===== config.mk =====
export PLATFORM = sky130hd
export DESIGN_NAME = sacs_host
export DESIGN_NICKNAME = d
export VERILOG_FILES = /design/src/logic/sacs_pkg.sv /design/src/logic/sacs_result_mem.sv /design/src/logic/sacs_host.sv
export SDC_FILE = /design/constraint.sdc
export NUM_CORES = 1
export LEC_CHECK = 0
export BUFFER_PORTS_ARGS = -buffer_cell sky130_fd_sc_hd__buf_4
export CAP_MARGIN = 20
export CORE_MARGIN = 5
export CORE_UTILIZATION = 35
export CTS_BUF_LIST = sky130_fd_sc_hd__clkbuf_8
export DETAILED_ROUTE_END_ITERATION = 16
export SETUP_SLACK_MARGIN = 0.15
export SYNTH_ARGS = -nofsm -noshare
export SYNTH_HDL_FRONTEND = slang
export SYNTH_SLANG_ARGS = --single-unit

===== constraint.sdc =====
create_clock -name ref_clk -period 12.93 [get_ports ref_clk]
set_clock_uncertainty 0.1 [all_clocks]
set_input_delay 1.293 -clock ref_clk [delete_from_list [all_inputs] [get_ports ref_clk]]
set_output_delay 1.293 -clock ref_clk [all_outputs]
set_load 0.03 [all_outputs]

===== src/logic/sacs_pkg.sv =====
// ==========================================================
// Purpose: Constants and carriers for the converter sequencer
// Assumes: 25 MHz ref_clk, parallel read of eight channels
// Notes:   Times in ns, cycle counts derived from them
package sacs_pkg;
   // ==========================================================
   // Timing
   localparam int CLK_PERIOD_NS = 40;
   function automatic int min_cyc(input int ns);
      int c;
      c = (ns + CLK_PERIOD_NS - 1) / CLK_PERIOD_NS;
      return (c < 1) ? 1 : c;
   endfunction
   function automatic int max_cyc(input int ns);
      int c;
      c = ns / CLK_PERIOD_NS;
      return (c < 1) ? 1 : c;
   endfunction
   localparam int T_RESET_NS         = 50;
   localparam int RESET_CYC          = min_cyc(T_RESET_NS);
   localparam int T_RST_GAP_NS       = 25;
   localparam int RST_GAP_CYC        = min_cyc(T_RST_GAP_NS);
   localparam int T_CONV_HIGH_NS     = 25;
   localparam int CONV_HIGH_CYC      = min_cyc(T_CONV_HIGH_NS);
   localparam int T_CONV_LOW_NS      = 25;
   localparam int CONV_LOW_CYC       = min_cyc(T_CONV_LOW_NS);
   localparam int T_BUSY_RISE_NS     = 40;
   localparam int BUSY_GUARD_CYC     = max_cyc(T_BUSY_RISE_NS) + 1;
   localparam int T_RD_LOW_NS        = 32;
   localparam int RD_LOW_CYC         = min_cyc(T_RD_LOW_NS);
   localparam int T_RD_HIGH_NS       = 22;
   localparam int RD_HIGH_CYC        = min_cyc(T_RD_HIGH_NS);
   localparam int T_CYCLE_NS         = 5000;
   localparam int CYCLE_CYC          = min_cyc(T_CYCLE_NS);
   localparam int T_WAKE_LOW_POWER_REQUEST_N_NS     = 100000;
   localparam int WAKE_LOW_POWER_REQUEST_N_CYC      = min_cyc(T_WAKE_LOW_POWER_REQUEST_N_NS);
   localparam int T_WAKE_SHUT_INT_NS = 30000000;
   localparam int T_WAKE_SHUT_EXT_NS = 13000000;
   localparam int T_CONV_OS64_NS     = 315000;
   localparam int TMO_MARGIN_CYC     = 1;
   // Worst conversion time per oversampling code, 64 handled by the top
   function automatic int tconv_max_ns(input logic [2:0] os);
      case (os)
         3'h1:    return 9100;
         3'h2:    return 18800;
         3'h3:    return 39000;
         3'h4:    return 78000;
         3'h5:    return 158000;
         default: return 4200;
      endcase
   endfunction
   // ==========================================================
   // Sizes and register map
   localparam int DATA_W = 16;
   localparam int ADDR_W = 4;
   localparam int NUM_CH = 8;
   localparam int CNT_W  = 20;
   localparam logic [ADDR_W-1:0] ADDR_CTRL     = 4'h0;
   localparam logic [ADDR_W-1:0] ADDR_CMD      = 4'h1;
   localparam logic [ADDR_W-1:0] ADDR_STATUS   = 4'h2;
   localparam logic [ADDR_W-1:0] ADDR_IRQ_STAT = 4'h3;
   localparam logic [ADDR_W-1:0] ADDR_IRQ_MASK = 4'h4;
   localparam logic [ADDR_W-1:0] ADDR_RESULT   = 4'h8;
   localparam int CTRL_RUN_BIT    = 0;
   localparam int CTRL_DEEP_BIT   = 1;
   localparam int CTRL_REFEXT_BIT = 2;
   localparam int CTRL_OS_LSB     = 3;
   localparam int CMD_START_BIT   = 0;
   localparam int CMD_RESET_BIT   = 1;
   localparam int IRQ_W           = 3;
   localparam int IRQ_DONE_BIT    = 0;
   localparam int IRQ_TMO_BIT     = 1;
   localparam int IRQ_REFUSE_BIT  = 2;
   localparam logic [5:0]       CTRL_RST = 6'h01;
   localparam logic [2:0]       OS_INVALID = 3'h7;
   // ==========================================================
   // Carriers
   typedef struct packed {
      logic [ADDR_W-1:0] addr;
      logic [DATA_W-1:0] wdata;
      logic              wr;
      logic              rd;
   } sacs_bus_s;
   typedef struct packed {
      logic       conversion_start_group_a;
      logic       conversion_start_group_b;
      logic [2:0] oversample_ratio_select;
      logic       low_power_request_n;
      logic       dev_reset;
      logic       cs_n;
      logic       rd_n;
   } sacs_pins_s;
endpackage


===== src/logic/sacs_result_mem.sv =====
// ==========================================================
// Purpose: Result store, one word per channel
// Assumes: Separate write and read ports, one clock
// Notes:   Read data come out of a register one cycle later
`timescale 1ns/1ps
module sacs_result_mem #(
   parameter int WIDTH = 16,
   parameter int DEPTH = 8
) (
   input  wire logic                     ref_clk,
   input  wire logic                     we,
   input  wire logic [$clog2(DEPTH)-1:0] waddr,
   input  wire logic [WIDTH-1:0]         wdata,
   input  wire logic                     re,
   input  wire logic [$clog2(DEPTH)-1:0] raddr,
   output logic      [WIDTH-1:0]         rdata
);
   logic [WIDTH-1:0] mem [DEPTH];
   // No reset: contents are only meaningful after a completed read-out
   always_ff @(posedge ref_clk) begin
      if (we) begin
         mem[waddr] <= wdata;
      end
      if (re) begin
         rdata <= mem[raddr];
      end
   end
endmodule // sacs_result_mem


===== src/logic/sacs_host.sv =====
// ==========================================================
// Purpose: Host sequencer for an eight-channel sampling converter
// Assumes: Parallel read after conversion, pins synchronous
// Notes:   Registers on a plain strobe port, read data next cycle
`timescale 1ns/1ps
module sacs_host #(
   parameter int WAKE_SHUT_INT_CYC = sacs_pkg::min_cyc(sacs_pkg::T_WAKE_SHUT_INT_NS),
   parameter int WAKE_SHUT_EXT_CYC = sacs_pkg::min_cyc(sacs_pkg::T_WAKE_SHUT_EXT_NS),
   parameter int BUSY_TMO_OS64_CYC = sacs_pkg::min_cyc(sacs_pkg::T_CONV_OS64_NS) + 1
) (
   input  wire logic                        ref_clk,
   input  wire logic                        rst_n,
   input  wire sacs_pkg::sacs_bus_s         bus,
   output logic      [sacs_pkg::DATA_W-1:0] rdata,
   output logic                             irq,
   output sacs_pkg::sacs_pins_s             pins,
   input  wire logic                        busy,
   input  wire logic [sacs_pkg::DATA_W-1:0] db
);
   localparam int CW = sacs_pkg::CNT_W;
   localparam int IRQ_W_L = sacs_pkg::IRQ_W;
   typedef enum logic [3:0] {
      ST_IDLE, ST_WAKE, ST_CONV_HI, ST_WAIT_BUSY, ST_READ_LO,
      ST_READ_HI, ST_SPACE, ST_RST_HI, ST_RST_GAP
   } sacs_state_e;

   // ==========================================================
   // State
   sacs_state_e          state, next_state;
   logic [CW-1:0]        cnt, next_cnt;
   logic [2:0]           idx, next_idx;
   logic [7:0]           cyc, next_cyc;
   sacs_pkg::sacs_pins_s next_pins;
   logic [5:0]           ctrl, next_ctrl;
   logic [IRQ_W_L-1:0]   irq_stat, next_irq_stat;
   logic [IRQ_W_L-1:0]   irq_mask, next_irq_mask;
   logic                 pend, next_pend;
   logic                 valid, next_valid;
   logic                 sel_mem, next_sel_mem;
   logic [15:0]          reg_q, next_reg_q;
   logic [15:0]          mem_q;
   logic                 take_start, ev_done, ev_tmo, mem_we;
   logic                 wr_ctrl, cmd_start, cmd_reset, refuse;
   logic [CW-1:0]        tmo_cyc, wake_cyc;
   logic [2:0]           ctrl_os;

   // Command decode
   assign wr_ctrl   = bus.wr && (bus.addr == sacs_pkg::ADDR_CTRL);
   assign cmd_start = bus.wr && (bus.addr == sacs_pkg::ADDR_CMD)
                      && bus.wdata[sacs_pkg::CMD_START_BIT];
   assign cmd_reset = bus.wr && (bus.addr == sacs_pkg::ADDR_CMD)
                      && bus.wdata[sacs_pkg::CMD_RESET_BIT];
   assign refuse    = cmd_start && (!ctrl[sacs_pkg::CTRL_RUN_BIT] || pend);
   assign ctrl_os   = ctrl[sacs_pkg::CTRL_OS_LSB +: 3];

   // ratio-dependent timeout
   // Timeout sits one cycle past the worst conversion of the ratio in use
   always_comb begin
      if (pins.oversample_ratio_select == 3'h6) begin
         tmo_cyc = CW'(BUSY_TMO_OS64_CYC);
      end else begin
         tmo_cyc = CW'(sacs_pkg::min_cyc(sacs_pkg::tconv_max_ns(pins.oversample_ratio_select))
                       + sacs_pkg::TMO_MARGIN_CYC);
      end
   end

   always_comb begin
      if (!ctrl[sacs_pkg::CTRL_DEEP_BIT]) begin
         wake_cyc = CW'(sacs_pkg::WAKE_LOW_POWER_REQUEST_N_CYC);
      end else if (ctrl[sacs_pkg::CTRL_REFEXT_BIT]) begin
         wake_cyc = CW'(WAKE_SHUT_EXT_CYC);
      end else begin
         wake_cyc = CW'(WAKE_SHUT_INT_CYC);
      end
   end

   // ==========================================================
   // Sequencer
   always_comb begin
      next_state = state;
      next_cnt   = cnt;
      next_idx   = idx;
      next_cyc   = (cyc != 8'h00) ? cyc - 8'h01 : cyc;
      next_pins  = pins;
      take_start = 1'b0;
      ev_done    = 1'b0;
      ev_tmo     = 1'b0;
      mem_we     = 1'b0;
      case (state)
         ST_IDLE: begin
            // select only moves while idle, far from any busy edge
            if (pins.oversample_ratio_select != ctrl_os) begin
               next_pins.oversample_ratio_select = ctrl_os;
            end else if (!ctrl[sacs_pkg::CTRL_RUN_BIT]) begin
               next_pins.low_power_request_n = 1'b0;
            end else if (!pins.low_power_request_n) begin
               next_pins.low_power_request_n = 1'b1;
               next_state = ST_WAKE;
               next_cnt   = wake_cyc - CW'(1);
            end else if (pend) begin
               next_pins.conversion_start_group_a = 1'b1;
               next_pins.conversion_start_group_b = 1'b1;
               take_start = 1'b1;
               next_state = ST_CONV_HI;
               next_cnt   = CW'(sacs_pkg::CONV_HIGH_CYC - 1);
               next_cyc   = 8'(sacs_pkg::CYCLE_CYC - 1);
            end
         end
         ST_WAKE: begin
            if (cnt == '0) begin
               next_state = ST_IDLE;
            end else begin
               next_cnt = cnt - CW'(1);
            end
         end
         ST_CONV_HI: begin
            if (cnt == '0) begin
               next_pins.conversion_start_group_a = 1'b0;
               next_pins.conversion_start_group_b = 1'b0;
               next_state = ST_WAIT_BUSY;
               next_cnt   = '0;
            end else begin
               next_cnt = cnt - CW'(1);
            end
         end
         ST_WAIT_BUSY: begin
            next_cnt = cnt + CW'(1);
            // ignore busy until the device had time to raise it
            // chip select falls only once busy is seen low
            if (cnt >= CW'(sacs_pkg::BUSY_GUARD_CYC) && !busy) begin
               next_pins.cs_n = 1'b0;
               next_pins.rd_n = 1'b0;
               next_idx   = 3'h0;
               next_state = ST_READ_LO;
               next_cnt   = CW'(sacs_pkg::RD_LOW_CYC - 1);
            end else if (cnt >= tmo_cyc) begin
               ev_tmo     = 1'b1;
               next_state = ST_SPACE;
               next_cnt   = CW'(sacs_pkg::CONV_LOW_CYC - 1);
            end
         end
         ST_READ_LO: begin
            // one word per channel, sampled at the end of the strobe
            if (cnt == '0) begin
               mem_we         = 1'b1;
               next_pins.cs_n = 1'b1;
               next_pins.rd_n = 1'b1;
               next_state     = ST_READ_HI;
               next_cnt       = CW'(sacs_pkg::RD_HIGH_CYC - 1);
            end else begin
               next_cnt = cnt - CW'(1);
            end
         end
         ST_READ_HI: begin
            if (cnt != '0) begin
               next_cnt = cnt - CW'(1);
            end else if (idx == 3'(sacs_pkg::NUM_CH - 1)) begin
               ev_done    = 1'b1;
               next_state = ST_SPACE;
               next_cnt   = CW'(sacs_pkg::CONV_LOW_CYC - 1);
            end else begin
               next_idx       = idx + 3'h1;
               next_pins.cs_n = 1'b0;
               next_pins.rd_n = 1'b0;
               next_state     = ST_READ_LO;
               next_cnt       = CW'(sacs_pkg::RD_LOW_CYC - 1);
            end
         end
         ST_SPACE: begin
            // throughput spacing; serial periods unused, parallel only
            // every read follows busy, none straddles its fall
            if (cnt != '0) begin
               next_cnt = cnt - CW'(1);
            end else if (cyc == 8'h00) begin
               next_state = ST_IDLE;
            end
         end
         ST_RST_HI: begin
            if (cnt == '0) begin
               next_pins.dev_reset = 1'b0;
               next_state = ST_RST_GAP;
               next_cnt   = CW'(sacs_pkg::RST_GAP_CYC - 1);
            end else begin
               next_cnt = cnt - CW'(1);
            end
         end
         ST_RST_GAP: begin
            if (cnt == '0) begin
               next_state = ST_IDLE;
            end else begin
               next_cnt = cnt - CW'(1);
            end
         end
         default: begin
            next_state = ST_IDLE;
         end
      endcase
      // Reset command overrides any sequence in flight
      if (cmd_reset) begin
         next_pins.dev_reset                = 1'b1;
         next_pins.conversion_start_group_a = 1'b0;
         next_pins.conversion_start_group_b = 1'b0;
         next_pins.cs_n                     = 1'b1;
         next_pins.rd_n                     = 1'b1;
         next_state = ST_RST_HI;
         next_cnt   = CW'(sacs_pkg::RESET_CYC - 1);
      end
   end

   always_ff @(posedge ref_clk or negedge rst_n) begin
      if (!rst_n) begin
         state <= ST_IDLE;
         cnt   <= '0;
         idx   <= 3'h0;
         cyc   <= 8'h00;
         pins  <= '{1'b0, 1'b0, 3'h0, 1'b1, 1'b0, 1'b1, 1'b1};
      end else begin
         state <= next_state;
         cnt   <= next_cnt;
         idx   <= next_idx;
         cyc   <= next_cyc;
         pins  <= next_pins;
      end
   end

   // ==========================================================
   // Registers and interrupt
   always_comb begin
      next_ctrl     = ctrl;
      next_irq_mask = irq_mask;
      next_reg_q    = reg_q;
      next_sel_mem  = 1'b0;
      next_pend     = pend;
      next_valid    = valid;
      if (wr_ctrl) begin
         next_ctrl = bus.wdata[5:0];
         // Reserved ratio code falls back to no oversampling
         if (bus.wdata[sacs_pkg::CTRL_OS_LSB +: 3] == sacs_pkg::OS_INVALID) begin
            next_ctrl[sacs_pkg::CTRL_OS_LSB +: 3] = 3'h0;
         end
      end
      if (bus.wr && bus.addr == sacs_pkg::ADDR_IRQ_MASK) begin
         next_irq_mask = bus.wdata[IRQ_W_L-1:0];
      end
      // Set wins over write-one-to-clear
      next_irq_stat = irq_stat;
      if (bus.wr && bus.addr == sacs_pkg::ADDR_IRQ_STAT) begin
         next_irq_stat = irq_stat & ~bus.wdata[IRQ_W_L-1:0];
      end
      next_irq_stat[sacs_pkg::IRQ_DONE_BIT]   = next_irq_stat[sacs_pkg::IRQ_DONE_BIT] | ev_done;
      next_irq_stat[sacs_pkg::IRQ_TMO_BIT]    = next_irq_stat[sacs_pkg::IRQ_TMO_BIT] | ev_tmo;
      next_irq_stat[sacs_pkg::IRQ_REFUSE_BIT] = next_irq_stat[sacs_pkg::IRQ_REFUSE_BIT] | refuse;
      // A start waits as pending until the sequencer is idle and awake
      if (take_start || cmd_reset) begin
         next_pend = 1'b0;
      end else if (cmd_start && !refuse) begin
         next_pend = 1'b1;
      end
      if (take_start) begin
         next_valid = 1'b0;
      end else if (ev_done) begin
         next_valid = 1'b1;
      end
      // Read decode, unmapped reads return zero
      if (bus.rd) begin
         if (bus.addr >= sacs_pkg::ADDR_RESULT) begin
            next_sel_mem = 1'b1;
         end else if (bus.addr == sacs_pkg::ADDR_CTRL) begin
            next_reg_q = {10'h000, ctrl};
         end else if (bus.addr == sacs_pkg::ADDR_STATUS) begin
            next_reg_q = {11'h000, valid, pend, busy,
                          pins.low_power_request_n && state != ST_WAKE, state != ST_IDLE};
         end else if (bus.addr == sacs_pkg::ADDR_IRQ_STAT) begin
            next_reg_q = {13'h0000, irq_stat};
         end else if (bus.addr == sacs_pkg::ADDR_IRQ_MASK) begin
            next_reg_q = {13'h0000, irq_mask};
         end else begin
            next_reg_q = 16'h0000;
         end
      end
   end

   always_ff @(posedge ref_clk or negedge rst_n) begin
      if (!rst_n) begin
         ctrl     <= sacs_pkg::CTRL_RST;
         irq_stat <= '0;
         irq_mask <= '0;
         reg_q    <= 16'h0000;
         sel_mem  <= 1'b0;
         pend     <= 1'b0;
         valid    <= 1'b0;
      end else begin
         ctrl     <= next_ctrl;
         irq_stat <= next_irq_stat;
         irq_mask <= next_irq_mask;
         reg_q    <= next_reg_q;
         sel_mem  <= next_sel_mem;
         pend     <= next_pend;
         valid    <= next_valid;
      end
   end

   assign rdata = sel_mem ? mem_q : reg_q;
   assign irq   = |(irq_stat & irq_mask);

   sacs_result_mem #(.WIDTH(sacs_pkg::DATA_W), .DEPTH(sacs_pkg::NUM_CH)) u_mem (
      .ref_clk (ref_clk),
      .we      (mem_we),
      .waddr   (idx),
      .wdata   (db),
      .re      (bus.rd),
      .raddr   (bus.addr[2:0]),
      .rdata   (mem_q)
   );

   // ==========================================================
   // Checks
   logic [7:0]    since_conv;
   logic [CW-1:0] since_wake;
   // Helper ages, saturating
   always_ff @(posedge ref_clk or negedge rst_n) begin
      if (!rst_n) begin
         since_conv <= 8'hFF;
         since_wake <= '1;
      end else begin
         since_conv <= next_pins.conversion_start_group_a && !pins.conversion_start_group_a
                       ? 8'h00 : (since_conv == 8'hFF ? since_conv : since_conv + 8'h01);
         since_wake <= next_pins.low_power_request_n && !pins.low_power_request_n
                       ? '0 : (&since_wake ? since_wake : since_wake + CW'(1));
      end
   end
endmodule // sacs_host


# Yosys cells after proc, flatten, opt, wreduce, memory -nomap -nowiden
# Memories as Yosys holds them, arrays and structs flattened. A register that Yosys moved wholly into a read port is not among the register bits.
# Cells that the tools add are included.
# totals
mem_count,1
input_bits,41
wordCells,212
ram_bits,128
regBits,75
output_inout_bits,26
# classes
bitwise,8
mux,88
n_eq_ne,42
div,1
addsub,8
n_lt_le_gt_ge,4
n_reduce_logical,42
# mem_list
name,depth,word_bits,rd,rd_ports_with_merged_regs,write_ports,line_no,rtl
u_mem.mem,8,16,1,1,1,sacs_result_mem.sv:18,logic [WIDTH-1:0] mem [DEPTH];
# ops
cell,count
2-to-1 mux 20 bit,15
case mux 20 bit (6 select lines),1
case mux 18 bit (5 select lines),1
2-to-1 mux 4 bit,14
2-to-1 mux 8 bit,6
"inequality test 3 bit, second input constant",14
"subtractor 20 x 1 -> 20 bit, second input constant",2
"adder 32 x 7 -> 32 bit, second input constant",1
"divider 32 x 7 -> 32 bit, second input constant",1
"< comparator 32 x 2 -> 1 bit, second input constant",1
2-to-1 mux 32 bit,1
case mux 4 bit (8 select lines),1
"subtractor 32 x 2 -> 32 bit, second input constant",1
2-to-1 mux 1 bit,24
2-to-1 mux 3 bit,8
2-to-1 mux 2 bit,11
"adder 20 x 1 -> 20 bit, second input constant",1
"adder 20 x 2 -> 20 bit, second input constant",1
"equality test 4 x 3 -> 1 bit, second input constant",5
"greater-or-equal comparator 20 x 2 -> 1 bit, second input constant",1
greater-or-equal comparator 20 bit,1
zero test 20 bit,1
nonzero test 20 bit,1
"equality test 4 x 2 -> 1 bit, second input constant",4
other kinds (40),76

# Longest topological paths before layout
# depth
depth_word,15
ltp_mapped,52
ltp_nobuf,45

# Hierarchy
# From an unflattened synthesis, not the netlist that was laid out.
# unflattened
hier_cells,1088
area_unflattened_um2,12032.8
# modules_own_cells
module,area_per_inst_um2,cells_each,n_inst
sacs_host,6578.8,874,1
sacs_result_mem,5454.0,214,1

# Worst setup path before layout
# OpenSTA, ideal clock, no wires.
# synth_timing
kind,reg-to-reg
start,register pins[5] (netlist name)
end,register cnt[13]
required_ps,12747
stages_incl_launch_ff,51
path_slack_ps,1840
period_less_slack_ps,11090
arrival_ps,10907
setup_time_ps,83
n_path_buf,6
cell_sequence,dfrtp_1 buf_6 clkbuf_1 inv_1 ha_1 ha_1 buf_2 buf_2 or4_1 ha_1 and3b_1 o211ai_1 a311oi_1 o211ai_1 buf_2 and4_1 buf_2 nor3_1 [15 not listed] nand2_1 ha_1 a21o_1 a21o_1 a21o_1 a21o_1 a21o_1 a21o_1 a21o_1 a21o_1 a21o_1 a21o_1 a21oi_1 o2111ai_1 or2_2 a21oi_1 o21ai_0 o21ai_0
# synth_between
elab_chain_len,15
elab_cells_between_ends,23
# synth_rtl
item,line_no,rtl
"start, declared",sacs_host.sv:16,"output sacs_pkg::sacs_pins_s pins,"
"start signal, assigned",sacs_host.sv:216,"pins <= '{1'b0, 1'b0, 3'h0, 1'b1, 1'b0, 1'b1, 1'b1};"
"start signal, assigned",sacs_host.sv:222,pins <= next_pins;
"equality test 3 bit, or another cell as far along",sacs_pkg.sv:43,case (os)
case mux 18 bit (5 select lines),sacs_pkg.sv:43,
2-to-1 mux 32 bit,sacs_host.sv:59,if (pins.oversample_ratio_select == 3'h6) begin
adder 32 x 7 -> 32 bit,sacs_pkg.sv:11,c = (ns + CLK_PERIOD_NS - 1) / CLK_PERIOD_NS;
subtractor 32 x 2 -> 32 bit,sacs_pkg.sv:11,
divider 32 x 7 -> 32 bit,sacs_pkg.sv:11,
< comparator 32 x 2 -> 1 bit,sacs_pkg.sv:12,return (c < 1) ? 1 : c;
2-to-1 mux 20 bit,sacs_pkg.sv:12,
adder 20 x 2 -> 20 bit,sacs_host.sv:63,+ sacs_pkg::TMO_MARGIN_CYC);
2-to-1 mux 20 bit,sacs_host.sv:59,
greater-or-equal comparator 20 bit,sacs_host.sv:136,end else if (cnt >= tmo_cyc) begin
2-to-1 mux 20 bit,sacs_host.sv:136,
2-to-1 mux 20 bit,sacs_host.sv:130,if (cnt >= CW'(sacs_pkg::BUSY_GUARD_CYC) && !busy) begin
case mux 20 bit (6 select lines),sacs_host.sv:89,case (state)
2-to-1 mux 20 bit,sacs_host.sv:199,if (cmd_reset) begin
"end signal, assigned",sacs_host.sv:219,cnt <= next_cnt;
"end, declared",sacs_host.sv:30,"logic [CW-1:0] cnt, next_cnt;"
# Parallel ways exist; a longest one is shown, timed or not. The select of a mux whose other input is x is not followed.
# A chain may end at the register's enable or synchronous reset.

# Worst setup path in the final report
# layout_timing
start,register pins[5] (netlist name)
end,register cnt[14]
# Same word-level chain as after synthesis.

==> summary.txt <==
Cells and area
  • Nets: roughly 1200
  • Commonest cells after routing, fill and taps aside: 144 x edfxtp_1, 96 x nand2_1, 85 x nor2_1
  • Fin util: 0.399
  • Fin cells: 1647
  • Proportion of layout cells with a drive suffix above 1: 0.186
  • Commonest non-fill, non-tap cell in the layout: edfxtp_1
  • Synth-to-layout area growth: 12.8%
  • Ant. Diodes: 0

Run status
  • Status: finished clean

Detailed routing
  • ANT nets after route: 0
  • Routed WL per cell: 18.3 microns
  • Vias post-DR: approximately 9200
  • Final WL: 30100 microns
  • TritonRoute pass-1 iters: 5
  • Number of remaining DRC errors: 0
  • DRT iter0 DRCs: 698
  • Via-per-instance ratio: 5.58

Logic synthesis
  • Flops & latches, synth: 207
  • Yosys warns: 0
  • Synth Flop Type: edfxtp_1
  • Syn avg cell area: 11.0 sq um
  • Mapped cell area: 0.0122 sq mm
  • Synth cell types: 105
  • Async S/R FF share, synth: 0.304
  • Synthesized netlist cell count: 1109
  • Sequential fraction of the synthesis area: 0.483
  • Net Count, Synth: about 1200
  • Post-synth EDFFs: 144

Clock network
  • Cts-stage hold buffer count: 0
  • Root Driver: clkbuf_8
  • # H-tree levels: 2
  • CTS Buffer Depth: 3
  • Clk Latency, worst-skew pair: between 0.5 and 0.6 ns
  • Clock-pin slew on the worst setup and hold paths: 0.06 ns
  • CTS tree: done
  • Cts repair resizes: 0
  • Setup Fix Bufs, Post-CTS: 0
  • Total clock buffers created by CTS: 35
  • Clock tree sinks: 207

Floorplanning
  • Core Area: 0.0345 sq mm
  • Die Ht: 197 microns
  • Initial Utilization: 0.354
  • Die width: 197 microns
  • Die area: 0.0388 sq mm
  • Rows: ~70
  • Io pins: 67

GRT
  • M1 GR Usage: 0.216
  • Vias in the first global route: 8943
  • Pin count of the biggest net entering global routing: 64
  • Global-route wire length before repair: 48300 microns
  • Remaining Overflow, GRT: 0
  • Busiest grt layer: met2
  • Antenna violations before repair: 0
  • Met2 usage: 0.248
  • GRT Overall Usage: 0.152
  • Met3 Use GR: 0.0186

Min path
  • Worst Hold Depth: 2
  • Hold Startpoint: reg_q[1]
  • Hold crit path type: flip-flop to flip-flop

Placement
  • Post-Place Cells: 1583
  • Gp weighted congestion: 0.867
  • HPWL after detailed placement: 20100 microns
  • Port bufs: 56

Timing
  • Final cycle utilization of the critical path: 0.917
  • Slew Limit Fails: 0
  • Max Clk Rate: 0.0844 GHz
  • Max_slew headroom: 0.273
  • Worst-Margin Slew: 1.09 ns
  • Final hold violation count: 0
  • Setup Viol. Count Final: 0
  • Unrepaired setup endpoints after global routing: false
  • Setup TNS: 0 ns
  • Min Tclk post-route: 11.86 ns

Setup path
  • Required time of the worst setup path: around 13 ns
  • CP startpoint: pins[5]
  • Crit end category: flip-flop
  • Worst-path fanout max: 29
  • Crit path top cell by count: a21o_1
  • R2R cell count: 47
  • Type of origin of the critical path: flip-flop
  • Largest stage delay, worst path: 0.56 ns
  • Crit path kind: flip-flop to flip-flop
  • Worst r2r src: pins[5]
  • CP Data Arrival Time: about 12 ns
  • Slowest-stage cell, CP: o41a_1

Job
  • MaxCap Viol Count: 0
-- final timing paths --
path | endpoint | slack, ns
setup / recovery | cnt[14] | 1.07
max in group asynchronous | idx[1] | 11.38
setup reg to reg | cnt[14] | 1.07
min in group asynchronous | cnt[14] | 0.76
hold / removal | reg_q[1] | 0.39
hold reg to reg | reg_q[1] | 0.39
-- state kept, by name (all words and copies together) (netlist names) --
name         flops
irq_stat         3
idx              3
cyc              8
irq_mask         3
pins             7
u_mem.rdata     16
cnt             20
sel_mem          1
u_mem.mem      128
pend             1
state            4
reg_q            6
valid            1
ctrl             6
-- cells by family after synthesis --
family / synth area share
adders and majority gates: 0.0323
xor gates and xnor gates: 0.0229
and+or+nand+nor: 0.165
DFF: 0.483
muxes: 0.0949
buffers and inverters: 0.0280
AOI/OAI and AO/OA: 0.173
other: 0.000307
-- metrics by stage --
step	setup slack (ns)	hold slack, ns	area [sq um]
floorplan	1.84	0.346	12200
global placement	1.37	0.375	13100
detailed placement	1.23	0.373	13100
CTS	1.20	0.394	13800
global route	0.369	0.420	13800
finish	1.07	0.392	13800
-- cell usage after synthesis (7+ instances only) --
| library cell | number | area (sq um) |
|---|---|---|
| a21oi_1 | 48 | 240 |
| nor4_1 | 7 | 43.8 |
| edfxtp_1 | 144 | 4320 |
| inv_1 | 26 | 97.6 |
| a21o_1 | 20 | 150 |
| and2_1 | 18 | 113 |
| mux2_2 | 31 | 349 |
| o21ai_0 | 79 | 395 |
| a22oi_1 | 7 | 52.6 |
| nor2b_1 | 9 | 56.3 |
| ha_1 | 30 | 375 |
| mux2i_1 | 8 | 80.1 |
| o21bai_1 | 7 | 52.6 |
| or4_1 | 8 | 60.1 |
| a31oi_1 | 29 | 181 |
| and3_1 | 14 | 87.6 |
| clkbuf_1 | 36 | 135 |
| dfrtp_1 | 60 | 1500 |
| nand2b_1 | 16 | 100 |
| nor2_1 | 85 | 319 |
| o31ai_1 | 8 | 60.1 |
| xnor2_1 | 20 | 175 |
| nand2_1 | 96 | 360 |
| nand3_1 | 20 | 100 |
| nor3_1 | 39 | 195 |
| a211oi_1 | 9 | 67.6 |
| xor2_1 | 12 | 105 |
| mux4_2 | 32 | 721 |
-- critical path: cells and delay by family, from the launching register on --
family	cells	cell delay [ns]
muxes	1	0.52
DFF	1	0.35
AOI/OAI and AO/OA	23	5.02
and+or+nand+nor	10	2.82
adders and majority gates	5	1.28
xor gates and xnor gates	2	0.45
buffers and inverters	6	1.19
-- layout make-up --
cell class	count	area [sq um]
fill	3360	20700
multi-input combinational	821	6000
sequential	207	5900
tap	455	569
timing repair buffer	75	567
clock buffer	35	482
clock inverter	28	178
inverter	26	97.6
-- routing by layer --
metal | vias to the layer above | wire length (microns)
li1 | 4404 | -
met1 | 4498 | 14200
met2 | 252 | 14200
met3 | 32 | 1290
met4 | 0 | 444
met5 | - | 0
Power is left out: the tool's default activity adds up to more than one toggle a clock period on the data nets, which glitch-free logic cannot reach.
